$ cat src/core/fprc_defines.svh
// Purpose: Constants for the four-bit presettable ripple counter.
// Assumes: Included by bare name from core design files.
// Notes:   Definitions only.
`ifndef FPRC_DEFINES_SVH
`define FPRC_DEFINES_SVH
// Reset values of counting stages and synchronisers
`define FPRC_Q_RST       4'h0
`define FPRC_SYNC_RST    1'b1
// Top count of each second-stage variant
`define FPRC_DIV5_TOP    3'h4
`define FPRC_DIV8_TOP    3'h7
// Top value of the combined decimal count
`define FPRC_BCD_TOP     4'h9
// Codes on the mode select pins
`define FPRC_CODE_SEP    2'h0
`define FPRC_CODE_BCD    2'h1
`define FPRC_CODE_BIQ    2'h2
`endif

$ cat src/core/fprc_pkg.sv
// Purpose: Types shared by the counter design.
// Assumes: Nothing.
// Notes:   Modes are one-hot.
package fprc_pkg;
   // Interconnection of the two counting stages
   typedef enum logic [2:0] {
      FPRC_SEPARATE                 = 3'h1,
      FPRC_CASCADE                  = 3'h2,
      FPRC_FIVE_THEN_TWO_SQUARE_MODE = 3'h4
   } fprc_mode_t;
endpackage : fprc_pkg

$ cat src/core/fprc_pin_sync.sv
// Purpose: Two-flop synchroniser with falling-edge pulse for one pin.
// Assumes: Pin is asynchronous to CLK; idles high.
// Notes:   First flop feeds only the second flop.
`timescale 1ns/10ps
`include "fprc_defines.svh"
module fprc_pin_sync (
   input  wire logic CLK,
   input  wire logic SYS_RST,
   input  wire logic PIN,
   output logic      LEVEL,
   output logic      FALL
);
   logic meta_ff;  // First synchroniser stage
   logic sync_ff;  // Second synchroniser stage
   logic prev_ff;  // Delayed copy for edge detection

   // Synchroniser chain and edge history
   always_ff @(posedge CLK) begin
      if (SYS_RST) begin
         meta_ff <= `FPRC_SYNC_RST;
         sync_ff <= `FPRC_SYNC_RST;
         prev_ff <= `FPRC_SYNC_RST;
      end else begin
         meta_ff <= PIN;
         sync_ff <= meta_ff;
         prev_ff <= sync_ff;
      end
   end

   assign LEVEL = sync_ff;
   // High-to-low only; rising edges give nothing
   assign FALL  = prev_ff & ~sync_ff;
endmodule : fprc_pin_sync

$ cat src/core/fprc_top.sv
// Purpose: Four-bit presettable counter, decade or binary variant.
// Assumes: All pins asynchronous to CLK; pin pulses wider than 3 CLK periods.
// Notes:   Pins are synchronised; counts and loads show 3 CLK after a pin edge.
// Operation
// Decade variant counts decimal zero to nine.
// Decade has separate divide-by-two, divide-by-five stages.
// Five-then-two arrangement gives tenth-rate square wave.
// Binary variant divides by two, four, eight, sixteen.
// Strobe low loads data inputs to outputs.
// Clear low forces all outputs zero.
// Stages advance only on falling clock edges.
// Outside wiring chains first stage into second. Here MODE_SEL code 1 chains them inside the design instead.
`timescale 1ns/10ps
`include "fprc_defines.svh"
module fprc_top
   import fprc_pkg::*;
#(
   parameter bit DECADE = 1'b1    // 1: decade variant, 0: binary variant
) (
   input  wire logic       CLK,
   input  wire logic       SYS_RST,
   input  wire logic       CLOCK_ONE,           // First stage clock pin
   input  wire logic       CLOCK_TWO,           // Second stage clock pin
   input  wire logic [3:0] DATA_IN,             // Parallel preset data
   input  wire logic       STROBE_N,            // Load strobe, active low
   input  wire logic       CLEAR_N,             // Common clear, active low
   input  wire logic [1:0] MODE_SEL,            // Stage interconnection
   input  wire logic [1:0] DIV_SEL,             // Divider tap select
   output logic [3:0]      Q_OUT,               // Counter outputs
   output logic            FIRST_STAGE_OUTPUT,  // Divide-by-two stage output
   output logic            DIV_OUT              // Selected divider tap
);
   logic       c1_fall;    // Falling edge on first clock pin
   logic       c2_fall;    // Falling edge on second clock pin
   logic       strobe_n_s; // Synchronised strobe
   logic       clear_n_s;  // Synchronised clear
   logic [3:0] data_m_ff;  // Data first sync stage
   logic [3:0] data_s_ff;  // Data second sync stage
   logic [1:0] mode_m_ff;  // Mode first sync stage
   logic [1:0] mode_s_ff;  // Mode second sync stage
   logic [1:0] dsel_m_ff;  // Tap select first sync stage
   logic [1:0] dsel_s_ff;  // Tap select second sync stage
   logic       q0_ff;      // First stage bit
   logic [2:0] hi_ff;      // Second stage bits 3..1
   logic       div_ff;     // Registered tap
   logic       nxt_q0;
   logic [2:0] nxt_hi;
   logic       nxt_div;
   fprc_mode_t mode;       // Decoded interconnection
   logic       step_one;   // First stage advances this cycle
   logic       step_two;   // Second stage advances this cycle
   logic [2:0] hi_top;     // Wrap value of second stage

   // Wrapping increment of the second stage
   function automatic logic [2:0] fprc_inc(input logic [2:0] v, input logic [2:0] top);
      fprc_inc = (v >= top) ? 3'h0 : 3'(v + 3'h1);
   endfunction : fprc_inc

   fprc_pin_sync u_sync_c1 (.CLK(CLK), .SYS_RST(SYS_RST), .PIN(CLOCK_ONE),
                            .LEVEL(), .FALL(c1_fall));
   fprc_pin_sync u_sync_c2 (.CLK(CLK), .SYS_RST(SYS_RST), .PIN(CLOCK_TWO),
                            .LEVEL(), .FALL(c2_fall));
   fprc_pin_sync u_sync_st (.CLK(CLK), .SYS_RST(SYS_RST), .PIN(STROBE_N),
                            .LEVEL(strobe_n_s), .FALL());
   fprc_pin_sync u_sync_cl (.CLK(CLK), .SYS_RST(SYS_RST), .PIN(CLEAR_N),
                            .LEVEL(clear_n_s), .FALL());

   // Static pins pass two flops before use
   always_ff @(posedge CLK) begin
      if (SYS_RST) begin
         data_m_ff <= 4'h0;
         data_s_ff <= 4'h0;
         mode_m_ff <= 2'h0;
         mode_s_ff <= 2'h0;
         dsel_m_ff <= 2'h0;
         dsel_s_ff <= 2'h0;
      end else begin
         data_m_ff <= DATA_IN;
         data_s_ff <= data_m_ff;
         mode_m_ff <= MODE_SEL;
         mode_s_ff <= mode_m_ff;
         dsel_m_ff <= DIV_SEL;
         dsel_s_ff <= dsel_m_ff;
      end
   end

   // Mode decode; unknown codes run stages separately
   assign mode = (mode_s_ff == `FPRC_CODE_BCD) ? FPRC_CASCADE :
                 (mode_s_ff == `FPRC_CODE_BIQ) ? FPRC_FIVE_THEN_TWO_SQUARE_MODE :
                 FPRC_SEPARATE;

   // Second stage is divide-by-five in decade, by-eight in binary
   assign hi_top = DECADE ? `FPRC_DIV5_TOP : `FPRC_DIV8_TOP;

   // Stage clocks: pins, or the other stage's falling output
   always_comb begin
      step_one = 1'b0;
      step_two = 1'b0;
      case (mode)
         FPRC_SEPARATE: begin
            step_one = c1_fall;
            step_two = c2_fall;
         end
         FPRC_CASCADE: begin
            // First stage output falling clocks the second stage
            step_one = c1_fall;
            step_two = c1_fall & q0_ff;
         end
         FPRC_FIVE_THEN_TWO_SQUARE_MODE: begin
            // Divide-by-five wrap clocks the toggle stage
            step_two = c2_fall;
            step_one = DECADE & c2_fall & (hi_ff >= hi_top);
         end
         default: begin
            step_one = 1'b0;
            step_two = 1'b0;
         end
      endcase
   end

   // Next state: clear over strobe over counting
   always_comb begin
      nxt_q0 = q0_ff;
      nxt_hi = hi_ff;
      if (!clear_n_s) begin
         nxt_q0 = 1'b0;
         nxt_hi = 3'h0;
      end else if (!strobe_n_s) begin
         nxt_q0 = data_s_ff[0];
         nxt_hi = data_s_ff[3:1];
      end else begin
         if (step_one) begin
            nxt_q0 = ~q0_ff;
         end
         if (step_two) begin
            nxt_hi = fprc_inc(hi_ff, hi_top);
         end
      end
   end

   // Divider tap: bit 0..3 gives divide by 2,4,8,16 in the binary variant
   assign nxt_div = Q_OUT[dsel_s_ff];

   // Counter and tap registers
   always_ff @(posedge CLK) begin
      if (SYS_RST) begin
         q0_ff  <= 1'b0;
         hi_ff  <= 3'h0;
         div_ff <= 1'b0;
      end else begin
         q0_ff  <= nxt_q0;
         hi_ff  <= nxt_hi;
         div_ff <= nxt_div;
      end
   end

   // Outputs come straight from the stage flops and the tap flop
   assign Q_OUT              = {hi_ff, q0_ff};
   assign FIRST_STAGE_OUTPUT = q0_ff;
   assign DIV_OUT            = div_ff;

   // Clear low zeroes all four bits next cycle
   a_clear_forces_zero: assert property (@(posedge CLK) disable iff (SYS_RST)
      !clear_n_s |=> (Q_OUT == `FPRC_Q_RST))
      else $error("Clear did not zero outputs");

   // Strobe low copies synchronised data to the outputs
   a_strobe_loads_data: assert property (@(posedge CLK) disable iff (SYS_RST)
      (clear_n_s && !strobe_n_s) |=> (Q_OUT == $past(data_s_ff)))
      else $error("Strobe did not load data");

   // Decimal count returns to zero after nine
   a_bcd_nine_wraps: assert property (@(posedge CLK) disable iff (SYS_RST)
      (DECADE && mode == FPRC_CASCADE && clear_n_s && strobe_n_s && c1_fall
       && Q_OUT == `FPRC_BCD_TOP) |=> (Q_OUT == 4'h0))
      else $error("Decimal count did not wrap after nine");

   // No falling edge, no load, no clear: count holds
   a_idle_holds_count: assert property (@(posedge CLK) disable iff (SYS_RST)
      (clear_n_s && strobe_n_s && !c1_fall && !c2_fall) |=> $stable(Q_OUT))
      else $error("Count moved without a falling edge");

   // Divide-by-five stage wraps from four to zero
   a_div5_stage_wrap: assert property (@(posedge CLK) disable iff (SYS_RST)
      (DECADE && clear_n_s && strobe_n_s && step_two && hi_ff == `FPRC_DIV5_TOP)
      |=> (hi_ff == 3'h0))
      else $error("Divide-by-five stage did not wrap at four");

   // Divide-by-two stage toggles on every step
   a_div2_stage_toggle: assert property (@(posedge CLK) disable iff (SYS_RST)
      (clear_n_s && strobe_n_s && step_one) |=> (q0_ff != $past(q0_ff)))
      else $error("Divide-by-two stage did not toggle");

   // Square output keeps its level on the step from two, inside a half period
   a_square_half_ten: assert property (@(posedge CLK) disable iff (SYS_RST)
      (DECADE && mode == FPRC_FIVE_THEN_TWO_SQUARE_MODE && clear_n_s && strobe_n_s
       && c2_fall && hi_ff == 3'h2) |=> (q0_ff == $past(q0_ff)))
      else $error("Square output toggled mid half-period");

   // Tap register lags the selected bit by one cycle
   a_tap_follows_sel: assert property (@(posedge CLK) disable iff (SYS_RST)
      ##1 (DIV_OUT == $past(Q_OUT[dsel_s_ff])))
      else $error("Divider tap does not follow selected bit");

   // Binary count returns to zero after fifteen
   a_bin_wraps_fifteen: assert property (@(posedge CLK) disable iff (SYS_RST)
      (!DECADE && mode == FPRC_CASCADE && clear_n_s && strobe_n_s && c1_fall
       && Q_OUT == {`FPRC_DIV8_TOP, 1'b1}) |=> (Q_OUT == 4'h0))
      else $error("Binary count did not wrap after fifteen");

   // Square output flips when the divide-by-five stage wraps
   a_square_wrap_toggle: assert property (@(posedge CLK) disable iff (SYS_RST)
      (DECADE && mode == FPRC_FIVE_THEN_TWO_SQUARE_MODE && clear_n_s && strobe_n_s
       && c2_fall && hi_ff == `FPRC_DIV5_TOP) |=> (q0_ff != $past(q0_ff)))
      else $error("Square output did not flip at divide-by-five wrap");

   // Second stage holds while the first stage rises
   a_cascade_carry_gate: assert property (@(posedge CLK) disable iff (SYS_RST)
      (mode == FPRC_CASCADE && clear_n_s && strobe_n_s && c1_fall && !q0_ff)
      |=> (hi_ff == $past(hi_ff)))
      else $error("Second stage stepped without a first stage fall");
endmodule : fprc_top

$ cat config.mk
export PLATFORM = sky130hd
export DESIGN_NAME = fprc_top
export DESIGN_NICKNAME = d
export VERILOG_FILES = /design/src/core/fprc_pkg.sv /design/src/core/fprc_pin_sync.sv /design/src/core/fprc_top.sv
export VERILOG_INCLUDE_DIRS = /design/src /design/src/core
export SDC_FILE = /design/constraint.sdc
export NUM_CORES = 1
export LEC_CHECK = 0
export ABC_AREA = 1
export BUFFER_PORTS_ARGS = -buffer_cell sky130_fd_sc_hd__buf_2
export CORE_ASPECT_RATIO = 1.2
export CORE_MARGIN = 2
export CORE_UTILIZATION = 24
export CTS_CLUSTER_DIAMETER = 60
export DETAILED_ROUTE_END_ITERATION = 10
export GPL_ROUTABILITY_DRIVEN = 0
export REMOVE_ABC_BUFFERS = 1
export SYNTH_ARGS = -nofsm -noshare
export SYNTH_HDL_FRONTEND = slang
export SYNTH_HIERARCHICAL = 1
export SYNTH_SLANG_ARGS = --single-unit
$ cat constraint.sdc
create_clock -name CLK -period 1.9 [get_ports CLK]
set_input_delay 0.095 -clock CLK [delete_from_list [all_inputs] [get_ports CLK]]
set_output_delay 0.095 -clock CLK [all_outputs]
set_load 0.1 [all_outputs]
* Word level (Yosys, flattened, before mapping) *
Index checks and enable logic that the tools add are counted.

word-level totals
  register bits after elaboration = 31
  input bits = 14
  output and inout port bits = 6
  word-level logic and storage cells = 51

operators by class
  add/sub/neg operators = 1
  magnitude comparators = 2
  eq/ne operators = 7
  multiplexer cells = 11
  bitwise gates (word level) = 8
  reductions and logical operators = 3

operators by type and width
  kind                                                        count
  2-to-1 mux 3 bit                                            5
  OR reduction 2 bit                                          3
  AND 1 bit                                                   4
  != test 2 bit, second input constant                        2
  inverter 1 bit                                              4
  one-hot mux 1 bit (2 select lines)                          2
  adder 3 x 1 -> 3 bit, second input constant                 1
  == test 3 x 1 -> 1 bit, second input constant               1
  == test 3 x 2 -> 1 bit, second input constant               1
  == test 3 bit, second input constant                        1
  greater-or-equal comparator 3 bit, second input constant    1
  less-than comparator 2 x 3 -> 1 bit, second input constant  1
  2-to-1 mux 1 bit                                            3
  binary-select mux 1 bit (select 2 bit)                      1
  == test 2 x 1 -> 1 bit, second input constant               1
  == test 2 bit, second input constant                        1

* Longest topological paths before layout *
Gate-level depths: netlist of the first run.

  depth after elaboration = 8
  gate-level depth with buffers = 9
  mapped depth without buffers = 9

* Cells and area by module *
Netlist of the first run, hierarchy kept.

by module, submodules not included
  module         times used  cells each  area an instance (µm²)
  fprc_top       1           113         842.1
  fprc_pin_sync  4           12          93.8

* Least setup slack after synthesis of the first run *
OpenSTA, ideal clock, no wires.

  kind = register -> register
  from = register hi_ff[0]
  to = register hi_ff[1]
  arrival = 1.764 ns
  required time = 1.787 ns
  slack = 0.023 ns
  stages on the path, launching flop included = 7
  path through = dfxtp_1 > inv_1 > ha_1 > nand3_1 > o21ai_0 > nor2_1 > nor2_1

on the way
  cells in the longest elaborated chain, start to end = 4

ends and longest elaborated chain
  element                                                                           RTL line         source
  start: declaration                                                                fprc_top.sv:44   logic [2:0] hi_ff;
  start signal: assignment                                                          fprc_top.sv:152  hi_ff <= nxt_hi;
  adder 3 x 1 -> 3 bit / greater-or-equal comparator 3 bit (equally long branches)  fprc_top.sv:56   fprc_inc = (v >= top) ? 3'h0 : 3'(v + 3'h1);
  2-to-1 mux 3 bit *                                                                fprc_top.sv:56
  2-to-1 mux 3 bit *                                                                fprc_top.sv:135  if (step_two) begin
  2-to-1 mux 3 bit *                                                                fprc_top.sv:128  end else if (!strobe_n_s) begin

Every way passes the cells marked *; elsewhere a longest branch is shown, timed or not. The select of a mux whose other input is x is not followed.
A chain may end at the register's enable or synchronous reset.

* Final worst setup path of the first run *
  from = register q0_ff, in the netlist FIRST_STAGE_OUTPUT
  to = output Q_OUT[0]

RTL lines
  element                   RTL line         source
  start: declaration        fprc_top.sv:43   logic q0_ff;
  start signal: assignment  fprc_top.sv:151  q0_ff <= nxt_q0;
  end: declaration          fprc_top.sv:29   output logic [3:0] Q_OUT,

No word-level cell between the ends.

==> results of run 1 <==
worst paths after layout:
kind	to	cells after the start
worst min register to register	u_sync_c1/LEVEL$_SDFF_PP1_	2
worst max register to register	hi_ff[1]$_SDFFE_PP0P_	6
worst max-delay path	Q_OUT[0]	1
worst min-delay path	u_sync_c2/meta_ff$_SDFF_PP1_	3
per-stage QoR:
stage          instance area (um2)  cells
2_1_floorplan                 1120    147
3_3_place_gp                  1280    224
3_5_place_dp                  1280    224
4_1_cts                       1400    234
5_1_grt                       1400    234
6_report                      1400    234
worst min-delay path, stage by stage:
cell and delay [ps]:
sky130_fd_sc_hd__buf_2 70, sky130_fd_sc_hd__inv_1 30, sky130_fd_sc_hd__nand2_1 50
power by group:
part / internal [mW] / switching [mW]
combinational: 0.0484 / 0.123
sequential: 0.683 / 0.0165
clock: 0.330 / 0.217
total: 1.06 / 0.357
flip-flops by register name, indices dropped and copies added, names as in the netlist:
register / count
u_sync_c1/LEVEL: 1
data_s_ff: 4
u_sync_c2/meta_ff: 1
FIRST_STAGE_OUTPUT: 1
u_sync_c2/prev_ff: 1
u_sync_st/LEVEL: 1
data_m_ff: 4
DIV_OUT: 1
u_sync_cl/LEVEL: 1
dsel_s_ff: 2
u_sync_c1/meta_ff: 1
dsel_m_ff: 2
u_sync_st/meta_ff: 1
u_sync_cl/meta_ff: 1
mode_m_ff: 2
u_sync_c2/LEVEL: 1
mode_s_ff: 2
hi_ff: 3
u_sync_c1/prev_ff: 1
layout make-up:
| type | count | area [um2] | area share (%) |
|---|---|---|---|
| multi-input cells | 70 | 322 | 22.9 |
| well taps | 58 | 72.6 | 5.17 |
| clock buffers | 8 | 100 | 7.13 |
| repair buffers | 21 | 115 | 8.20 |
| flip-flops and latches | 31 | 621 | 44.2 |
| inverters | 46 | 174 | 12.4 |
timing repair:
action	in CTS	in global routing
setup buffers	0	0
hold buffers	2	0
endpoints found under the hold margin	2	0
layer usage:
| metal | track usage, % | routed length [um] |
|---|---|---|
| met3 | 2.12 | 64 |
| met2 | 11.8 | 750 |
| met5 | 0 | 0 |
| met1 | 8.18 | 772 |
| met4 | 4.90 | 47 |
==> impl_metrics.ini, run 1 <==
[clocking]
cts_buffer_depth = 2
cts.htree.levels = 2
number_of_buffers_created_by_cts = 5
cts_sinks = 31
cts-resized-gates = 0
tritoncts = built
cts_root_buf = sky130_fd_sc_hd__clkbuf_8
clk_pin_slew_worst_paths_ps = 60
worstSkewPairLatency_ps = 270

[run]
max_cap_viol_count = 0

[sta]
rsz0062_at_grt = no
finalSetupTns_ps = 0
period_share_pct = 66.2
report.final.setup_viol = 0
holdWs_ps = 5.60
slew_headroom_pct = 67.1
setup_ws_ps = 642
timing.clock.skew_ps = 3.91
max_slew.worst_pin.slew_ps = 497
final-max-slew-violation-count = 0
hold_viol_final = 0
timing.fmax_mhz = 795
finalWorstPathRequiredPeriod_ps = 1260

[global_route]
grt_pass1_vias = 723
grt_use_total_pct = 7.31
grt-ovfl-total = 0
grt_antenna_before_repair = 0
grt_pass1_wl_mm = 2.95
grt_max_degree = 23

[die]
die_y_um = 79.7
fp-row-count = 27
design.die.area_um2 = 5350
initial_core_util_pct = 25.0
core_um2 = 4590
die-width_um = 67.1
top_level_ports = 20

[drt]
detailedRoute.firstIterationViolations = 7
finalWirelength_mm = 1.64
detailroute.via_count = 854
post-route-drc-count = 0
drt-pass1-iter-count = 4
average_wire_per_cell_in_the_routed_design_um = 6.99
routed_antenna_nets = 0
via_per_inst = 3.65

[cells_and_area]
layout.cells.most_common = sky130_fd_sc_hd__inv_1
num-nets-final = 191
post_route_cells_drive_above_1_share_pct = 18.2
insertedDiodeCount = 0
final.fill_count = 516
syn_to_final_growth_pct = 22.4
postLayoutCoreUtil_pct = 30.6
mostFrequentLayoutCells = sky130_fd_sc_hd__inv_1, sky130_fd_sc_hd__dfxtp_1, sky130_fd_sc_hd__nor2_1

[placement]
place.port_buffers = 19
place_ws_ps = 756
place.detailed.hpwl_mm = 1.19

[synthesis]
syn_avg_cell_area_um2 = 7.60
netlist_area_um2 = 1150
post_synth_inst_count = 151
synth_warnings = 6

[critical_path]
timing.critical_path.from_type = flop
cpPeakStageDelay_ps = 470
timing.critical_path.max_delay_family = buffers and inverters
worst_setup_path_start = FIRST_STAGE_OUTPUT$_SDFFE_PP0P_
worst-path-buf-inv = 1
r2r_setup_slack_ps = 760
cp.required_ps = 1800
worst-path-max-fanout = 6
critical_path.endpoint_type = output pin
crit_slowest_cell = sky130_fd_sc_hd__buf_2
data_arrival_time_of_the_critical_path_ps = 1160
path_cells = buf_2
worstReg2RegStart = hi_ff[0]$_SDFFE_PP0P_
crit_type = flop to output pin

[power_and_ir_drop]
fin_total_pwr_mw = 1.42
vdd_drop_max_uv = 695
power.static_leakage_nw = 0.780
power_per_cell_area_nw_per_um2 = 1010

[hold_path]
hp-class = input pin to flop
hold_path_startpoint = CLOCK_TWO

[status]
status = finished, final reports clean
No activity file was read; power rests on OpenSTA's default activity.
==> run 2: changes to the inputs <==
clock period = 1.1 ns   (was 1.9 ns; I/O delays follow)
==> impl_metrics.ini, run 2 (synthesis results as in run 1) <==
[drt]
via_per_inst = 3.58
finalWirelength_mm = 1.80
routed_antenna_nets = 0
detailroute.via_count = 898
drt-pass1-iter-count = 4
average_wire_per_cell_in_the_routed_design_um = 7.19
post-route-drc-count = 0
detailedRoute.firstIterationViolations = 13

[power_and_ir_drop]
vdd_drop_max_uv = 966
fin_total_pwr_mw = 2.43
power.static_leakage_nw = 0.865
power_per_cell_area_nw_per_um2 = 1480

[cells_and_area]
num-nets-final = 208
fin_cells = 251
insertedDiodeCount = 0
registers_with_the_most_flip_flops = data_m_ff (4), data_s_ff (4), hi_ff (3)
mostFrequentLayoutCells = sky130_fd_sc_hd__inv_1, sky130_fd_sc_hd__dfxtp_1, sky130_fd_sc_hd__nor2_1
post_route_cells_drive_above_1_share_pct = 23.3
postLayoutCoreUtil_pct = 35.8
syn_to_final_growth_pct = 43.3
final_cell_area_um2 = 1640
layout.cells.most_common = sky130_fd_sc_hd__inv_1

[critical_path]
crit_type = flop to flop
data_arrival_time_of_the_critical_path_ps = 1230
critical_path.endpoint_type = flop
cp.required_ps = 1270
worst-path-max-fanout = 2
timing.critical_path.from_type = flop

[die]
die_y_um = 79.7
initial_core_util_pct = 25.0
design.die.area_um2 = 5350
top_level_ports = 20
core_um2 = 4590
fp-row-count = 27
die-width_um = 67.1

[sta]
final-max-slew-violation-count = 0
finalWorstPathRequiredPeriod_ps = 1060
timing.clock.skew_ps = 3.00
period_share_pct = 96.4
hold_viol_final = 0
max_slew.worst_pin.slew_ps = 313
report.final.setup_viol = 0
slew_headroom_pct = 79.1
rsz0062_at_grt = yes
timing.fmax_mhz = 943

[clocking]
worstSkewPairLatency_ps = 270
cts.htree.levels = 2
clk_pin_slew_worst_paths_ps = 60
cts_post_setup_buffers_inserted = 0
cts_root_buf = sky130_fd_sc_hd__clkbuf_8
tritoncts = built
cts_buffer_depth = 2
cts_sinks = 31
number_of_buffers_created_by_cts = 5

[placement]
place.detailed.hpwl_mm = 1.30
place.port_buffers = 19
placedCellCount = 231
dpl-instance-area_um2 = 1430

[hold_path]
hp-class = input pin to flop

[global_route]
grt_pass1_wl_mm = 3.13
grt_max_degree = 13
grt-ovfl-total = 0
grt_use_total_pct = 8.08
grt_pass1_vias = 788
grt_antenna_before_repair = 0

[status]
status = finished, final reports clean

[run]
max_cap_viol_count = 0
[run 2: changes by cell type in the layout (fill, tap and decap cells not counted), sizes merged]
cell	before	now
buf	19	26
clkbuf	8	7
clkinv	1	2
dlygate4sd3	2	12
[run 2: timing repair]
action,in CTS,in global routing
resized for setup,0,8
hold buffers,12,0
setup endpoints to repair,0,4
endpoints found under the hold margin,12,0
[run 2: per-stage QoR]
stage | hold slack, ps | TNS (ps) | setup slack (ps)
after global placement | 231 | 0 | 14.6
after floorplan | 124 | -7080 | -1310
after CTS | 89.4 | 0 | 18.0
final | 94.2 | 0 | 39.4
after global routing | 97.7 | -69.9 | -24.9
after detailed placement | 236 | 0 | 28.0
[run 2: worst max-delay path, stage by stage, from the launching register on]
cell and delay [ps]:
sky130_fd_sc_hd__dfxtp_1 330, sky130_fd_sc_hd__inv_1 60, sky130_fd_sc_hd__ha_1 260, sky130_fd_sc_hd__nand3_1 70
sky130_fd_sc_hd__o21ai_0 80, sky130_fd_sc_hd__nor2_1 110, sky130_fd_sc_hd__nor2_1 50
[run 2: final timing paths]
| kind | startpoint | to | slack [ps] | cells past startpoint |
|---|---|---|---|---|
| worst max register to register | hi_ff[1]$_SDFFE_PP0P_ | hi_ff[1]$_SDFFE_PP0P_ | 40 | 6 |
| worst min register to register | dsel_m_ff[1]$_SDFF_PP0_ | dsel_s_ff[1]$_SDFF_PP0_ | 400 | 2 |
| worst min-delay path | SYS_RST | data_m_ff[1]$_SDFF_PP0_ | 90 | 2 |
| worst max-delay path | hi_ff[1]$_SDFFE_PP0P_ | hi_ff[1]$_SDFFE_PP0P_ | 40 | 6 |
[run 2: layout make-up]
class | count | area [um2]
Fill cell | 508 | 2950
Clock buffer | 7 | 76.3
Sequential cell | 31 | 624
Multi-Input combinational cell | 70 | 334
Tap cell | 58 | 72.6
Timing Repair Buffer | 38 | 358
Clock inverter | 1 | 5.00
Inverter | 46 | 174
[run 2: layer usage]
| metal | wire (um) | vias to the layer above | track usage, % |
|---|---|---|---|
| li1 | - | 509 | - |
| met1 | 766 | 367 | 8.22 |
| met2 | 895 | 16 | 12.9 |
| met3 | 86 | 6 | 3.81 |
| met4 | 56 | 0 | 5.51 |
| met5 | 0 | - | 0 |
[run 2: report_power, final]
group          switching (mW)  internal [mW]
Clock                   0.363          0.442
Combinational           0.236          0.180
Sequential             0.0258           1.18
Total                   0.625           1.80
